`config.mk`:
```
export PLATFORM = sky130hd
export DESIGN_NAME = vtn_core
export DESIGN_NICKNAME = d
export VERILOG_FILES = /design/src/verilog/vtn_pkg.sv /design/src/verilog/vtn_core.sv
export VERILOG_INCLUDE_DIRS = /design/src /design/src/verilog
export SDC_FILE = /design/constraint.sdc
export NUM_CORES = 1
export LEC_CHECK = 0
export ABC_AREA = 1
export ABC_CLOCK_PERIOD_IN_PS = 2800
export BUFFER_PORTS_ARGS = -buffer_cell sky130_fd_sc_hd__buf_2
export CAP_MARGIN = 20
export CORE_ASPECT_RATIO = 1.1
export CORE_MARGIN = 10
export CORE_UTILIZATION = 55
export CTS_CLUSTER_DIAMETER = 120
export DETAILED_ROUTE_END_ITERATION = 10
export GPL_ROUTABILITY_DRIVEN = 0
export PLACE_DENSITY_LB_ADDON = 0.15
export REMOVE_ABC_BUFFERS = 1
export SYNTH_ARGS = -nofsm -noshare
export SYNTH_HDL_FRONTEND = slang
export SYNTH_SLANG_ARGS = --single-unit
```
`constraint.sdc`:
```
create_clock -name clk -period 2.8 [get_ports clk]
set_input_delay 0 -clock clk [delete_from_list [all_inputs] [get_ports clk]]
set_output_delay 0 -clock clk [all_outputs]
set_load 0.05 [all_outputs]
```
`src/verilog/vtn_defs.svh`:
```
// Constants for the vicinity tag network command interpreter.
// Included by the design; definitions only.
`ifndef VTN_DEFS_SVH
`define VTN_DEFS_SVH
`define VTN_CMD_QUIET 8'h02
`define VTN_CMD_SELECT 8'h25
`define VTN_CMD_READY 8'h26
`define VTN_CMD_SYSINFO 8'h2b
// Flag positions count from bit 0, one below the usual one-based flag numbering.
`define VTN_FLAG_ADDR 5
`define VTN_FLAG_SEL 4
`define VTN_RSP_OK 8'h00
`define VTN_RSP_ERR 8'h01
`define VTN_INFO_FLAGS 8'h0f
`define VTN_BLOCK_COUNT 8'h00
`define VTN_BLOCK_SIZE 8'h07
`define VTN_ERR_NOT_SUPPORTED 8'h0f
`define VTN_CRC_PRESET 16'hffff
`define VTN_CRC_POLY_REV 16'h8408
`define VTN_CRC_RESIDUE 16'hf0b8
`endif

```
`src/verilog/vtn_pkg.sv`:
```
// Types shared by the vicinity tag network command interpreter.
// Assumes vtn_defs.svh is on the include path.
package vtn_pkg;
    typedef enum logic [1:0] {
        VTN_READY = 2'b00,
        VTN_QUIET = 2'b01,
        VTN_SELECTED = 2'b10
    } vtn_tag_state_t;

    typedef enum logic [1:0] {
        VTN_IDLE = 2'b00,
        VTN_RECV = 2'b01,
        VTN_EXEC = 2'b10,
        VTN_SEND = 2'b11
    } vtn_phase_t;

    typedef struct packed {
        logic sof;
        logic valid;
        logic [7:0] data;
        logic eof;
    } vtn_rx_t;

    typedef struct packed {
        logic sof;
        logic valid;
        logic [7:0] data;
        logic eof;
    } vtn_tx_t;

    typedef struct packed {
        vtn_tag_state_t tag_state;
        vtn_phase_t phase;
        logic [15:0] crc;
        logic [4:0] count;
        logic [7:0] flags;
        logic [7:0] cmd;
        logic uid_match;
        logic overflow;
        logic [4:0] tx_index;
        logic [4:0] tx_last;
        logic err;
        vtn_tx_t tx;
    } vtn_state_t;
endpackage

```
`src/verilog/vtn_core.sv`:
```
// Network command interpreter of a passive vicinity tag, run on the carrier clock.
// Assumes a framer supplies decoded bytes with SOF/EOF marks and encodes bytes it emits.
`timescale 1ns/10ps
`include "vtn_defs.svh"
module vtn_core
    import vtn_pkg::*;
#(
    parameter logic [63:0] UID = 64'h0123456789abcdef,
    parameter logic [7:0] DSFID = 8'h00,
    parameter logic [7:0] AFI = 8'h00,
    // Die revision value is arbitrary.
    parameter logic [7:0] DIE_REVISION = 8'h5a
)
(
    input wire logic clk,
    input wire logic rst,
    input wire vtn_rx_t rx,
    output vtn_tx_t tx,
    output vtn_tag_state_t tag_state
);

    vtn_state_t s_reg;
    vtn_state_t s_next;

    // Reflected CRC step; bit 0 of the data goes in first, matching the air order.
    function automatic logic [15:0] crc_byte(input logic [15:0] c, input logic [7:0] d);
        logic [15:0] r;
        r = c;
        for (int i = 0; i < 8; i++)
        begin
            if (r[0] ^ d[i])
                r = (r >> 1) ^ `VTN_CRC_POLY_REV;
            else
                r = r >> 1;
        end
        return r;
    endfunction

    function automatic logic [7:0] uid_byte(input logic [4:0] idx);
        return UID[8 * idx[2:0] +: 8];
    endfunction

    // Response byte at a position; the CRC bytes follow the last data byte.
    function automatic logic [7:0] rsp_byte(input vtn_state_t s);
        logic [7:0] b;
        b = 8'h00;
        if (s.err)
        begin
            case (s.tx_index)
                5'd0: b = `VTN_RSP_ERR;
                default: b = `VTN_ERR_NOT_SUPPORTED;
            endcase
        end
        else if (s.cmd != `VTN_CMD_SYSINFO)
            b = `VTN_RSP_OK;
        else
        begin
            case (s.tx_index)
                5'd0: b = `VTN_RSP_OK;
                5'd1: b = `VTN_INFO_FLAGS;
                5'd2, 5'd3, 5'd4, 5'd5, 5'd6, 5'd7, 5'd8, 5'd9:
                    b = uid_byte(s.tx_index - 5'd2);
                5'd10: b = DSFID;
                5'd11: b = AFI;
                5'd12: b = `VTN_BLOCK_COUNT;
                5'd13: b = `VTN_BLOCK_SIZE;
                default: b = DIE_REVISION;
            endcase
        end
        return b;
    endfunction

    logic addr_mode;
    logic sel_mode;
    logic frame_ok;
    logic accept;
    logic [7:0] out_byte;

    always_comb
    begin
        addr_mode = s_reg.flags[`VTN_FLAG_ADDR];
        sel_mode = s_reg.flags[`VTN_FLAG_SEL];
        // Frame length: flags, command, identifier if addressed, two CRC bytes.
        frame_ok = (s_reg.crc == `VTN_CRC_RESIDUE) && !s_reg.overflow &&
            (s_reg.count == (addr_mode ? 5'd12 : 5'd4)) &&
            !(addr_mode && sel_mode) &&
            (!addr_mode || s_reg.uid_match);
        // Quiet tags only answer addressed requests; select-only needs selected.
        accept = frame_ok &&
            (!sel_mode || s_reg.tag_state == VTN_SELECTED) &&
            (s_reg.tag_state != VTN_QUIET || addr_mode);
        out_byte = 8'h00;
        if (s_reg.tx_index == s_reg.tx_last)
            out_byte = ~s_reg.crc[7:0];
        else if (s_reg.tx_index > s_reg.tx_last)
            out_byte = ~s_reg.crc[15:8];
        else
            out_byte = rsp_byte(s_reg);
    end

    always_comb
    begin
        s_next = s_reg;
        s_next.tx = '0;
        case (s_reg.phase)
            VTN_IDLE:
            begin
                if (rx.sof)
                begin
                    s_next.phase = VTN_RECV;
                    s_next.crc = `VTN_CRC_PRESET;
                    s_next.count = 5'd0;
                    s_next.uid_match = 1'b1;
                    s_next.overflow = 1'b0;
                end
            end
            VTN_RECV:
            begin
                if (rx.valid)
                begin
                    s_next.crc = crc_byte(s_reg.crc, rx.data);
                    if (s_reg.count == 5'd31)
                        s_next.overflow = 1'b1;
                    else
                        s_next.count = s_reg.count + 5'd1;
                    if (s_reg.count == 5'd0)
                        s_next.flags = rx.data;
                    if (s_reg.count == 5'd1)
                        s_next.cmd = rx.data;
                    // The identifier arrives low byte first after the command.
                    if (s_reg.count >= 5'd2 && s_reg.count <= 5'd9 &&
                        rx.data != uid_byte(s_reg.count - 5'd2))
                        s_next.uid_match = 1'b0;
                end
                if (rx.sof)
                begin
                    s_next.crc = `VTN_CRC_PRESET;
                    s_next.count = 5'd0;
                    s_next.uid_match = 1'b1;
                    s_next.overflow = 1'b0;
                end
                else if (rx.eof)
                    s_next.phase = VTN_EXEC;
            end
            VTN_EXEC:
            begin
                s_next.phase = VTN_IDLE;
                s_next.err = 1'b0;
                s_next.tx_index = 5'd0;
                s_next.crc = `VTN_CRC_PRESET;
                if (accept)
                begin
                    case (s_reg.cmd)
                        `VTN_CMD_QUIET:
                        begin
                            // Only addressed form is meaningful.
                            if (addr_mode)
                                s_next.tag_state = VTN_QUIET;
                        end
                        `VTN_CMD_SELECT:
                        begin
                            if (addr_mode)
                            begin
                                s_next.tag_state = VTN_SELECTED;
                                s_next.tx_last = 5'd1;
                                s_next.phase = VTN_SEND;
                            end
                        end
                        `VTN_CMD_READY:
                        begin
                            s_next.tag_state = VTN_READY;
                            s_next.tx_last = 5'd1;
                            s_next.phase = VTN_SEND;
                        end
                        `VTN_CMD_SYSINFO:
                        begin
                            s_next.tx_last = 5'd15;
                            s_next.phase = VTN_SEND;
                        end
                        default:
                        begin
                            s_next.phase = VTN_IDLE;
                        end
                    endcase
                end
                else if (frame_ok && s_reg.cmd == `VTN_CMD_SELECT &&
                    s_reg.tag_state == VTN_SELECTED)
                begin
                    // Frame was good and named this tag or none; a selected tag always accepts that, so this is never reached.
                end
                // A selected tag hearing a select for someone else drops out silently.
                if (s_reg.cmd == `VTN_CMD_SELECT && addr_mode && !sel_mode &&
                    s_reg.tag_state == VTN_SELECTED &&
                    (s_reg.crc == `VTN_CRC_RESIDUE) && !s_reg.overflow &&
                    s_reg.count == 5'd12 && !s_reg.uid_match)
                    s_next.tag_state = VTN_READY;
            end
            VTN_SEND:
            begin
                s_next.tx.valid = 1'b1;
                s_next.tx.sof = (s_reg.tx_index == 5'd0);
                s_next.tx.data = out_byte;
                s_next.tx.eof = (s_reg.tx_index == s_reg.tx_last + 5'd1);
                if (s_reg.tx_index < s_reg.tx_last)
                    s_next.crc = crc_byte(s_reg.crc, out_byte);
                if (s_reg.tx_index == s_reg.tx_last + 5'd1)
                    s_next.phase = VTN_IDLE;
                else
                    s_next.tx_index = s_reg.tx_index + 5'd1;
            end
            default:
            begin
                s_next.phase = VTN_IDLE;
            end
        endcase
    end

    always_ff @(posedge clk or posedge rst)
    begin
        if (rst)
        begin
            s_reg <= '0;
            s_reg.crc <= `VTN_CRC_PRESET;
        end
        else
            s_reg <= s_next;
    end

    assign tx = s_reg.tx;
    assign tag_state = s_reg.tag_state;

    property p_quiet_silent;
        @(posedge clk) disable iff (rst)
        (s_reg.phase == VTN_EXEC && accept && s_reg.cmd == `VTN_CMD_QUIET && addr_mode)
            |=> (tag_state == VTN_QUIET) ##0 !tx.valid [*3];
    endproperty
    a_quiet_silent: assert property (p_quiet_silent) else $error("quiet answered");

    property p_select_resp;
        @(posedge clk) disable iff (rst)
        (s_reg.phase == VTN_EXEC && accept && s_reg.cmd == `VTN_CMD_SELECT && addr_mode)
            |=> tag_state == VTN_SELECTED ##1 (tx.sof && tx.data == 8'h00);
    endproperty
    a_select_resp: assert property (p_select_resp) else $error("select not answered");

    property p_deselect;
        @(posedge clk) disable iff (rst)
        (s_reg.phase == VTN_EXEC && s_reg.tag_state == VTN_SELECTED &&
            s_reg.cmd == `VTN_CMD_SELECT && frame_ok == 1'b0 && s_reg.count == 5'd12 &&
            !s_reg.uid_match && addr_mode && !sel_mode &&
            s_reg.crc == `VTN_CRC_RESIDUE && !s_reg.overflow)
            |=> tag_state == VTN_READY && s_reg.phase == VTN_IDLE;
    endproperty
    a_deselect: assert property (p_deselect) else $error("no fallback to ready");

    property p_ready_resp;
        @(posedge clk) disable iff (rst)
        (s_reg.phase == VTN_EXEC && accept && s_reg.cmd == `VTN_CMD_READY)
            |=> tag_state == VTN_READY ##1 tx.sof;
    endproperty
    a_ready_resp: assert property (p_ready_resp) else $error("ready not answered");

    property p_quiet_addr;
        @(posedge clk) disable iff (rst)
        (s_reg.phase == VTN_EXEC && s_reg.tag_state == VTN_QUIET && !addr_mode)
            |=> s_reg.phase == VTN_IDLE && tag_state == VTN_QUIET;
    endproperty
    a_quiet_addr: assert property (p_quiet_addr) else $error("quiet obeyed unaddressed");

    property p_error_code;
        @(posedge clk) disable iff (rst)
        (tx.valid && tx.sof && s_reg.err) |-> tx.data == 8'h01;
    endproperty
    a_error_code: assert property (p_error_code) else $error("bad error flags");

    property p_unknown;
        @(posedge clk) disable iff (rst)
        (s_reg.phase == VTN_EXEC && !(s_reg.cmd inside {8'h02, 8'h25, 8'h26, 8'h2b}))
            |=> s_reg.phase == VTN_IDLE ##1 !tx.valid;
    endproperty
    a_unknown: assert property (p_unknown) else $error("unknown command answered");

    property p_sysinfo_len;
        @(posedge clk) disable iff (rst)
        (tx.sof && s_reg.cmd == `VTN_CMD_SYSINFO && !s_reg.err)
            |-> ##1 tx.data == 8'h0f ##12 tx.data == 8'h07 ##1 tx.data == DIE_REVISION
                ##2 tx.eof;
    endproperty
    a_sysinfo_len: assert property (p_sysinfo_len) else $error("sysinfo layout");

    property p_bad_crc;
        @(posedge clk) disable iff (rst)
        (s_reg.phase == VTN_EXEC && s_reg.crc != `VTN_CRC_RESIDUE)
            |=> s_reg.phase == VTN_IDLE && $stable(tag_state);
    endproperty
    a_bad_crc: assert property (p_bad_crc) else $error("bad CRC acted on");

    property p_both_flags;
        @(posedge clk) disable iff (rst)
        (s_reg.phase == VTN_EXEC && addr_mode && sel_mode)
            |=> s_reg.phase == VTN_IDLE && $stable(tag_state);
    endproperty
    a_both_flags: assert property (p_both_flags) else $error("flag pair acted on");

    property p_select_only;
        @(posedge clk) disable iff (rst)
        (s_reg.phase == VTN_EXEC && sel_mode && s_reg.tag_state != VTN_SELECTED)
            |=> s_reg.phase == VTN_IDLE && $stable(tag_state);
    endproperty
    a_select_only: assert property (p_select_only) else $error("select-only obeyed");

    property p_frame_end;
        @(posedge clk) disable iff (rst)
        (tx.valid && tx.eof) |=> !tx.valid;
    endproperty
    a_frame_end: assert property (p_frame_end) else $error("byte after frame end");

endmodule

```
After elaboration in Yosys (flattened, before gate mapping)
Index checks and enable logic that the tools add are counted.
{ "totals": {"register_bits": 64, "in_bits": 13, "out_inout_bits": 13, "word_cells": 224} }
{ "op_classes": {"add_sub_neg": 5, "magnitude_cmp": 4, "n_eq_ne": 44, "n_shift": 2, "mux": 77, "bitwise_logic": 33, "n_reduce_logical": 45} }
{ "ops": {"columns": ["operator", "n"], "rows": [
  ["$mux W16", 45],
  ["$shiftx A64 B7 Y8 const A", 2],
  ["$pmux W18 S4", 1],
  ["$not A2 Y3", 15],
  ["$mux W8", 5],
  ["$mux W39", 1],
  ["$eq A5 B4 Y1 const B", 7],
  ["$pmux W8 S4", 1],
  ["$eq A8 B6 Y1 const B", 3],
  ["$mux W23", 1],
  ["$mux W21", 1],
  ["$eq A5 B3 Y1 const B", 4],
  ["$pmux W5 S2", 2],
  ["$reduce_and A4 Y1", 5],
  ["$eq A16 B16 Y1 const B", 1],
  ["$logic_and A1 B1 Y1", 16],
  ["$not A8 Y8", 2],
  ["$xor A1 B1 Y1", 16],
  ["$add A5 B1 Y5 const B", 3],
  ["$mux W5", 3],
  ["$ne A3 B3 Y1 const B", 5],
  ["$pmux W5 S3", 1],
  ["$mux W2", 7],
  ["$ne A2 B2 Y1 const B", 7],
  ["other kinds (35)", 56]
]} }

Logic depth before layout (Yosys ltp)
Gate-level depths: netlist of the first run.
{ "logic_depth": {"word_depth": 38, "depth_mapped": 21, "ltp_nobuf": 21} }

Least setup slack after synthesis of the first run
Ideal clock, no wire load.
{ "synth_timing": {"kind": "reg2reg", "start": "reg s_reg[14] (netlist name)", "end": "reg s_reg[52] (netlist name)", "setup_ps": 76, "t_arrival_ps": 2051, "required_ps": 2724, "path_slack_ps": 673, "path_stages_with_launch": 17, "path_buffers": 1, "synth_period_minus_slack_ps": 2127, "path_cell_list": "dfrtp_1 > inv_1 > ha_1 > nand2_1 > inv_1 > nand3_2 > nand3_2 > buf_4 > a21oi_1 > nand3_1 > nand2_2 > clkinv_1 > nand3_2 > nand2_2 > nand2_1 > nand3_1 > a22oi_2"} }
{ "synth_between": {"elab_chain_cells": 29, "elab_cells_between_ends": 33, "classes_between": "order compare (2); eq/ne (2); mux (26); bitwise (2); reduce/logical (1)"} }
{ "synth_lines": {"columns": ["element", "line", "rtl"], "rows": [
  ["start, declared", "vtn_core.sv:22", "vtn_state_t s_reg;"],
  ["start signal, assigned", "vtn_core.sv:226", "s_reg <= s_next;"],
  ["$gt A5 B5 Y1", "vtn_core.sv:95", "else if (s_reg.tx_index > s_reg.tx_last)"],
  ["$mux W8", "vtn_core.sv:95", null],
  ["$mux W8", "vtn_core.sv:93", "if (s_reg.tx_index == s_reg.tx_last)"],
  ["$xor A1 B1 Y1", "vtn_core.sv:31", "if (r[0] ^ d[i])"],
  ["$mux W16", "vtn_core.sv:31", null],
  ["$mux W16", "vtn_core.sv:204", "if (s_reg.tx_index < s_reg.tx_last)"],
  ["$mux W16", "vtn_core.sv:105", "case (s_reg.phase)"],
  ["$mux W16", "vtn_core.sv:31", null],
  ["(+13 left out)", null, null],
  ["$mux W16", "vtn_core.sv:204", null],
  ["$mux W16", "vtn_core.sv:105", null],
  ["$mux W16", "vtn_core.sv:31", null],
  ["$mux W16", "vtn_core.sv:204", null],
  ["$mux W16", "vtn_core.sv:105", null],
  ["$mux W16", "vtn_core.sv:31", null],
  ["$mux W16", "vtn_core.sv:204", null],
  ["$pmux W18 S4", "vtn_core.sv:105", null]
]} }
Parallel ways exist; a longest one is shown, timed or not. The select of a mux whose other input is x is not followed.
A chain may end at the register's enable or synchronous reset.

Worst setup path after layout of the first run
{ "layout_timing": {"start": "reg s_reg[18] (netlist name)", "end": "reg s_reg[54] (netlist name)"} }
{ "layout_between": {"elab_chain_cells": 29, "elab_cells_between_ends": 52, "classes_between": "add/sub (1); order compare (2); eq/ne (15); shift (1); mux (25); bitwise (4); reduce/logical (4)"} }
{ "layout_lines": {"columns": ["element", "line", "rtl"], "rows": [
  ["$sub A3 B2 Y3 (tied with other cells)", "vtn_core.sv:62", "b = uid_byte(s.tx_index - 5'd2);"],
  ["$shiftx A64 B7 Y8 (tied with other cells)", "vtn_core.sv:40", "return UID[8 * idx[2:0] +: 8];"],
  ["$pmux W8 S4", "vtn_core.sv:58", "case (s.tx_index)"],
  ["$mux W8", "vtn_core.sv:54", "else if (s.cmd != `VTN_CMD_SYSINFO)"],
  ["$mux W8", "vtn_core.sv:95", null],
  ["$mux W8", "vtn_core.sv:93", null],
  ["$xor A1 B1 Y1", "vtn_core.sv:31", null],
  ["$mux W16", "vtn_core.sv:31", null],
  ["(+13 left out)", null, null],
  ["$mux W16", "vtn_core.sv:105", null],
  ["$not A2 Y3 (no source line)", null, null],
  ["$mux W16", "vtn_core.sv:31", null],
  ["$mux W16", "vtn_core.sv:204", null],
  ["$mux W16", "vtn_core.sv:105", null],
  ["$mux W16", "vtn_core.sv:31", null],
  ["$mux W16", "vtn_core.sv:204", null],
  ["$pmux W18 S4", "vtn_core.sv:105", null]
]} }
Parallel ways exist; a longest one is shown, timed or not. The select of a mux whose other input is x is not followed.

==> metrics.md, run 1 <==
| Metric | Value |
|---|---|
| Slowest CP cell | dfrtp_2 |
| Crit. End Element | flip-flop |
| Setup TNS | 0 ps |
| Vias per cell | 5.67 |
| CP Data Arrival Time | 2750 ps |
| Post-synthesis sequential area ratio | 0.334 |
| Crit-path cells | inv_1 > ha_1 > inv_1 > nand2_1 > nand2_1 > nand2_1 > nand2_2 > nand2_1 > nor2_1 > nand2_2 > nand3_1 > o21ai_0 > nand3_1 > nand2_2 > nand2_1 > nand3_1 > nand2_1 > nand2_1 |
| Die height | 111 um |
| Critical path type | flip-flop to flip-flop |
| Clk slew on worst S/H paths | 100 ps |
| Routed wire per std cell | 15.8 um |
| Power density over cell area | 1230 nW/um^2 |
| Worst-Margin Slew | 1100 ps |
| Largest net degree at the start of global routing | 28 |
| Failing checks | hold timing |
| First-pass GRT wire length | 18.0 mm |
| Final Cell Area | 4430 um^2 |
| Leak pwr | 2.22 nW |
| Status | complete, but fails checks |
| CTS max path bufs | 2 |
| Layout cells sized above 1 | 0.169 |
| CP required | 3060 ps |
| Synth Area in Adders | 0.0538 |
| Maximum vdd drop | 429 uV |
| CTS Root Cell | clkbuf_8 |
| Flip-flop count of the largest register after layout | 41 |
| Worst path most repeated cell | nand2_1 |
| Row count | 33 |
| First-pass DRT Iterations | 7 |
| Mapped Area | 4190 um^2 |
| Predominant post-synthesis flop cell | dfrtp_1 |
| CTS Buf Count | 5 |
| Initial antenna violation count | 0 |
| Critical-path maximum fanout | 7 |
| Synth cell types | 44 |
| Synth Area in Simple Gates | 0.313 |
| Worst-skew pair later-pin latency | 310 ps |
| ANT nets after route | 0 |
| Final setup vio count | 0 |
| # nets final | 626 |
| Minimum clock period | 2490 ps |
| Final wirelength | 10.8 mm |
| Post-synth EDFFs | 0 |
| Mapped Cells | 574 |
| Yosys top cell area share | 0.233 |
| RSZ-0062 raised after global routing | no |
| Die X | 103 um |
| Startpoint Class | flip-flop |
| CTS tree | yes |
| Die area | 11,500 um^2 |
| 1st-iter DRT viols | 372 |
| I/O pins | 26 |
| Overflow left after global routing | 0 |
| Synth Register Bits | 55 |
| Antenna cell count | 0 |
| HP Class | primary input to flip-flop |
| Top cells by count, synth | nand2_1 (116), inv_1 (74), nand3_1 (54) |
| Dpl cell area | 4300 um^2 |
| Largest family of logic cells by synthesized area | simple AND/OR/NAND/NOR gates |
| Mapped Avg Cell Area | 7.29 um^2 |
| Vias in the first global route | 3,712 |
| DRC | 0 |
| Setup slack, reg-to-reg | 310 ps |
| Mux share of post-synthesis cell area | 0.00269 |
| Total track usage | 0.192 |
| Core region area | 7430 um^2 |
| Port Buffers | 25 |
| Final period util | 0.891 |
| Synthesis Warnings | 0 |
| Leading area contributor after synthesis | dfrtp_1 |
| Most frequent cell after synthesis | nand2_1 |
| Largest cells by area after synthesis | dfrtp_1 (23%), nand2_1 (10%), dfstp_2 (10%), inv_1 (6.6%), nand3_1 (6.5%) |
| Achievable clock frequency | 401 MHz |
| Clk_skew | 10.5 ps |
| Relative slew slack | 0.258 |
| Starting Density | 0.563 |
| Largest stage delay, worst path | 460 ps |
| Max Cap Violations | 0 |
| Htree depth | 2 |
| Layout fillers | 690 |
| Post-synth ARST share | 1.00 |
| XOR/XNOR Fraction of Synth Area | 0.0377 |
| Post-synthesis compound-gate area fraction | 0.145 |
| Hpwl dp | 8.49 mm |
| Final Hold Slack | -2.86 ps |
| Area Overhead vs Synth | 5.83% |
| Clk sinks | 55 |
| Hold Violations, Final | 1 |
| Via count | 3,872 |
| Count of pins over their slew limit | 0 |
## placed cells by master (no fill, tap or decap), drive strengths merged, types with 10 or more instances in the layout
cell / Yosys / layout
nand2: 130 / 130
inv: 80 / 80
nand3: 62 / 62
nor2: 52 / 52
o21ai: 46 / 46
a21oi: 41 / 41
dfrtp: 39 / 39
buf: 18 / 32
ha: 18 / 18
dfstp: 16 / 16
xnor2: 12 / 12
nor3: 10 / 10
nand4: 10 / 10
## per-stage QoR
| step | utilization | total power, W | worst slack [ps] | cells |
|---|---|---|---|---|
| final | 0.596 | 0.00546 | 306 | 683 |
| after global routing | 0.596 | 0.00595 | 35.3 | 683 |
| after CTS | 0.595 | 0.00540 | 235 | 683 |
| after detailed placement | 0.579 | 0.00493 | 277 | 671 |
| after global placement | 0.579 | 0.00489 | 383 | 671 |
| after floorplan | - | 0.00409 | 340 | 552 |
## cell families after synthesis
logic type / count (synthesis)
AND/OR/NAND/NOR: 274
AO/OA/AOI/OAI: 105
buffers and inverters: 103
flip-flops: 55
XOR/XNOR: 18
adder cells (fa/ha/maj): 18
multiplexers: 1
## path summary, 6_finish.rpt
check	startpoint	endpoint	depth (start not counted)
worst max-delay path	s_reg[18]$_DFFE_PP0P_	s_reg[54]$_DFFE_PP1P_	18
min in group asynchronous	rst	s_reg[23]$_DFFE_PP0P_	3
worst max register to register	s_reg[18]$_DFFE_PP0P_	s_reg[54]$_DFFE_PP1P_	18
worst min register to register	s_reg[54]$_DFFE_PP1P_	s_reg[54]$_DFFE_PP1P_	2
worst min-delay path	rx[7]	s_reg[30]$_DFFE_PP0P_	3
max in group asynchronous	rst	s_reg[59]$_DFFE_PP1P_	4
## routing by layer
metal | routed length [um] | global-route usage | vias to the layer above
met3 | 634 | 0.0309 | 28
li1 | - | - | 1927
met5 | 0 | 0 | -
met1 | 4730 | 0.242 | 1766
met4 | 293 | 0.0780 | 0
met2 | 5130 | 0.316 | 151
## repair_timing
item / 4_1_cts / 5_1_grt
gates resized for setup: 0 / 2
setup endpoints to repair: 0 / 8
hold endpoints to repair: 21 / 0
hold buffers: 4 / 0
setup buffers: 0 / 0
## report_power, final
part           leakage (nW)  switching, W  internal, W  total, W
Combinational          1.49       0.00243      0.00112   0.00355
Clock                0.0395      0.000265     0.000179  0.000444
Sequential            0.685      0.000310      0.00116   0.00147
Total                  2.22       0.00300      0.00246   0.00546
## final cells by class
cell class	count	area (um^2)	area share
Tap cell	87	109	0.0246
Inverter	81	304	0.0686
Clock buffer	8	80.1	0.0181
Sequential cell	55	1400	0.316
Multi-Input combinational cell	416	2320	0.524
Timing Repair Buffer	36	218	0.0492
## critical path: cells and delay by family (launching register included)
kind	cells	cell delay, ps
compound gates	1	270
flops	1	460
buf+inv	2	230
simple gates	14	1230
fa+ha+maj	1	250
Power figures use the tool's default switching activity.
==> inputs of run 2 (changes only) <==
--- a/config.mk
+++ b/config.mk
@@ -8,13 +8,13 @@
 export LEC_CHECK = 0
 export ABC_AREA = 1
 export ABC_CLOCK_PERIOD_IN_PS = 2800
-export BUFFER_PORTS_ARGS = -buffer_cell sky130_fd_sc_hd__buf_2
 export CAP_MARGIN = 20
 export CORE_ASPECT_RATIO = 1.1
 export CORE_MARGIN = 10
 export CORE_UTILIZATION = 55
 export CTS_CLUSTER_DIAMETER = 120
 export DETAILED_ROUTE_END_ITERATION = 10
+export DONT_BUFFER_PORTS = 1
 export GPL_ROUTABILITY_DRIVEN = 0
 export PLACE_DENSITY_LB_ADDON = 0.15
 export REMOVE_ABC_BUFFERS = 1
==> metrics.md, run 2 (same netlist as run 1, synthesis figures left out) <==
| Metric | Value |
|---|---|
| Routed wire per std cell | 16.1 um |
| Hpwl dp | 8.37 mm |
| CTS tree | yes |
| Inst Count DP | 646 |
| I/O pins | 26 |
| Worst-Margin Slew | 1020 ps |
| Worst-skew pair later-pin latency | 310 ps |
| Clk slew on worst S/H paths | 100 ps |
| CTS max path bufs | 2 |
| Overflow left after global routing | 0 |
| Layout cells sized above 1 | 0.133 |
| Initial antenna violation count | 0 |
| Vias in the first global route | 3,679 |
| Post-CTS Setup Inserts | 0 |
| Htree depth | 2 |
| WL met1 | 4.46 mm |
| Die X | 103 um |
| 1st-iter DRT viols | 412 |
| Row count | 33 |
| Die height | 111 um |
| Core region area | 7430 um^2 |
| HP Class | primary input to flip-flop |
| DRC | 0 |
| Count of pins over their slew limit | 0 |
| Critical path type | flip-flop to flip-flop |
| Worst r2r src | s_reg[18]$_DFFE_PP0P_ |
| Met2 wire len | 5.20 mm |
| Dpl cell area | 4180 um^2 |
| Status | complete, no violations |
| Startpoint Class | flip-flop |
| Port Buffers | 0 |
| Wire length on met3 | 767 um |
| Maximum vdd drop | 453 uV |
| CP Data Arrival Time | 2720 ps |
| Clk_skew | 6.46 ps |
| Final wirelength | 10.7 mm |
| Max Cap Violations | 0 |
| Critical-path maximum fanout | 7 |
| Worst Setup SP | s_reg[18]$_DFFE_PP0P_ |
| Cell Count, Final, Fillers Out | 665 |
| Final setup vio count | 0 |
| CTS Root Cell | clkbuf_8 |
| First-pass DRT Iterations | 6 |
| Starting Density | 0.563 |
| Relative slew slack | 0.314 |
| Total track usage | 0.194 |
| Final Cell Area | 4380 um^2 |
| Leak pwr | 2.14 nW |
| Vias per cell | 5.77 |
| CP required | 3040 ps |
| Die area | 11,500 um^2 |
| First-pass GRT wire length | 18.1 mm |
| Final period util | 0.889 |
| Achievable clock frequency | 402 MHz |
| RSZ-0062 raised after global routing | no |
| Antenna cell count | 0 |
| CTS Buf Count | 5 |
| # nets final | 608 |
| Flip-flop count of the largest register after layout | 41 |
| Setup TNS | 0 ps |
| ANT nets after route | 0 |
| Via count | 3,840 |
| Hold Violations, Final | 0 |
| Max Used Layer | met4 |
| Area Overhead vs Synth | 4.60% |
| Commonest non-fill, non-tap cells in the layout | nand2_1 (116), inv_1 (73), nand3_1 (54) |
| Clk sinks | 55 |
| Power density over cell area | 1230 nW/um^2 |
| Hold Path Origin | rx[0] |
| Commonest non-fill, non-tap cell in the layout | nand2_1 |
| Largest net degree at the start of global routing | 32 |
| Crit. End Element | flip-flop |
| Minimum clock period | 2490 ps |
## run 2: report_power, final
group	switching [W]	internal, W
Sequential	0.000532	0.00115
Clock	0.000266	0.000176
Combinational	0.00218	0.00108
## run 2: path summary, 6_finish.rpt
check,end,slack (ps),depth (start not counted)
setup / recovery,s_reg[45]$_DFFE_PP1P_,310,19
hold / removal,s_reg[62]$_DFFE_PP0P_,20,4
setup reg to reg,s_reg[45]$_DFFE_PP1P_,310,19
hold reg to reg,s_reg[54]$_DFFE_PP1P_,500,2
max in group asynchronous,s_reg[47]$_DFFE_PP1P_,1730,3
min in group asynchronous,s_reg[23]$_DFFE_PP0P_,230,2
## run 2: critical path: stages, from the launching register on
cell and delay, ps:
dfrtp_1 480, inv_1 150, ha_1 220, inv_1 90, nand2_1 60, nand2_1 60, nand2_1 70, nand2_2 110
nand2_1 100, nor2_1 190, nand2_2 90, nor2_2 120, nor2_1 90, nand2_2 80, nand2_1 60, nand2_2 90
nand2_2 70, nand2_1 60, nand3_1 70, a22oi_2 140
## run 2: timing repair
item / 4_1_cts / 5_1_grt
hold buffers: 11 / 0
gates resized for setup: 0 / 1
setup endpoints to repair: 0 / 4
hold endpoints to repair: 49 / 0
## run 2: layout make-up
cell class	instances	area, um^2
tap	87	109
clock inverter	2	12.5
multi-input combinational	416	2320
clock buffer	6	72.6
timing repair buffer	18	163
inverter	81	304
fill	706	3050
sequential	55	1400
## run 2: metrics by stage
stage	power [W]	worst slack, ps	hold WS [ps]	utilization
2_1_floorplan	0.00409	340	151	-
3_3_place_gp	0.00484	366	19.6	0.562
3_5_place_dp	0.00486	316	23.7	0.562
4_1_cts	0.00533	277	3.64	0.588
5_1_grt	0.00593	9.93	56.2	0.589
6_report	0.00539	312	19.2	0.589
## run 2: per-layer routing
layer	vias up	global-route usage
met1	1763	0.255
met4	0	0.0650
li1	1892	-
met2	160	0.316
met5	-	0
met3	25	0.0278
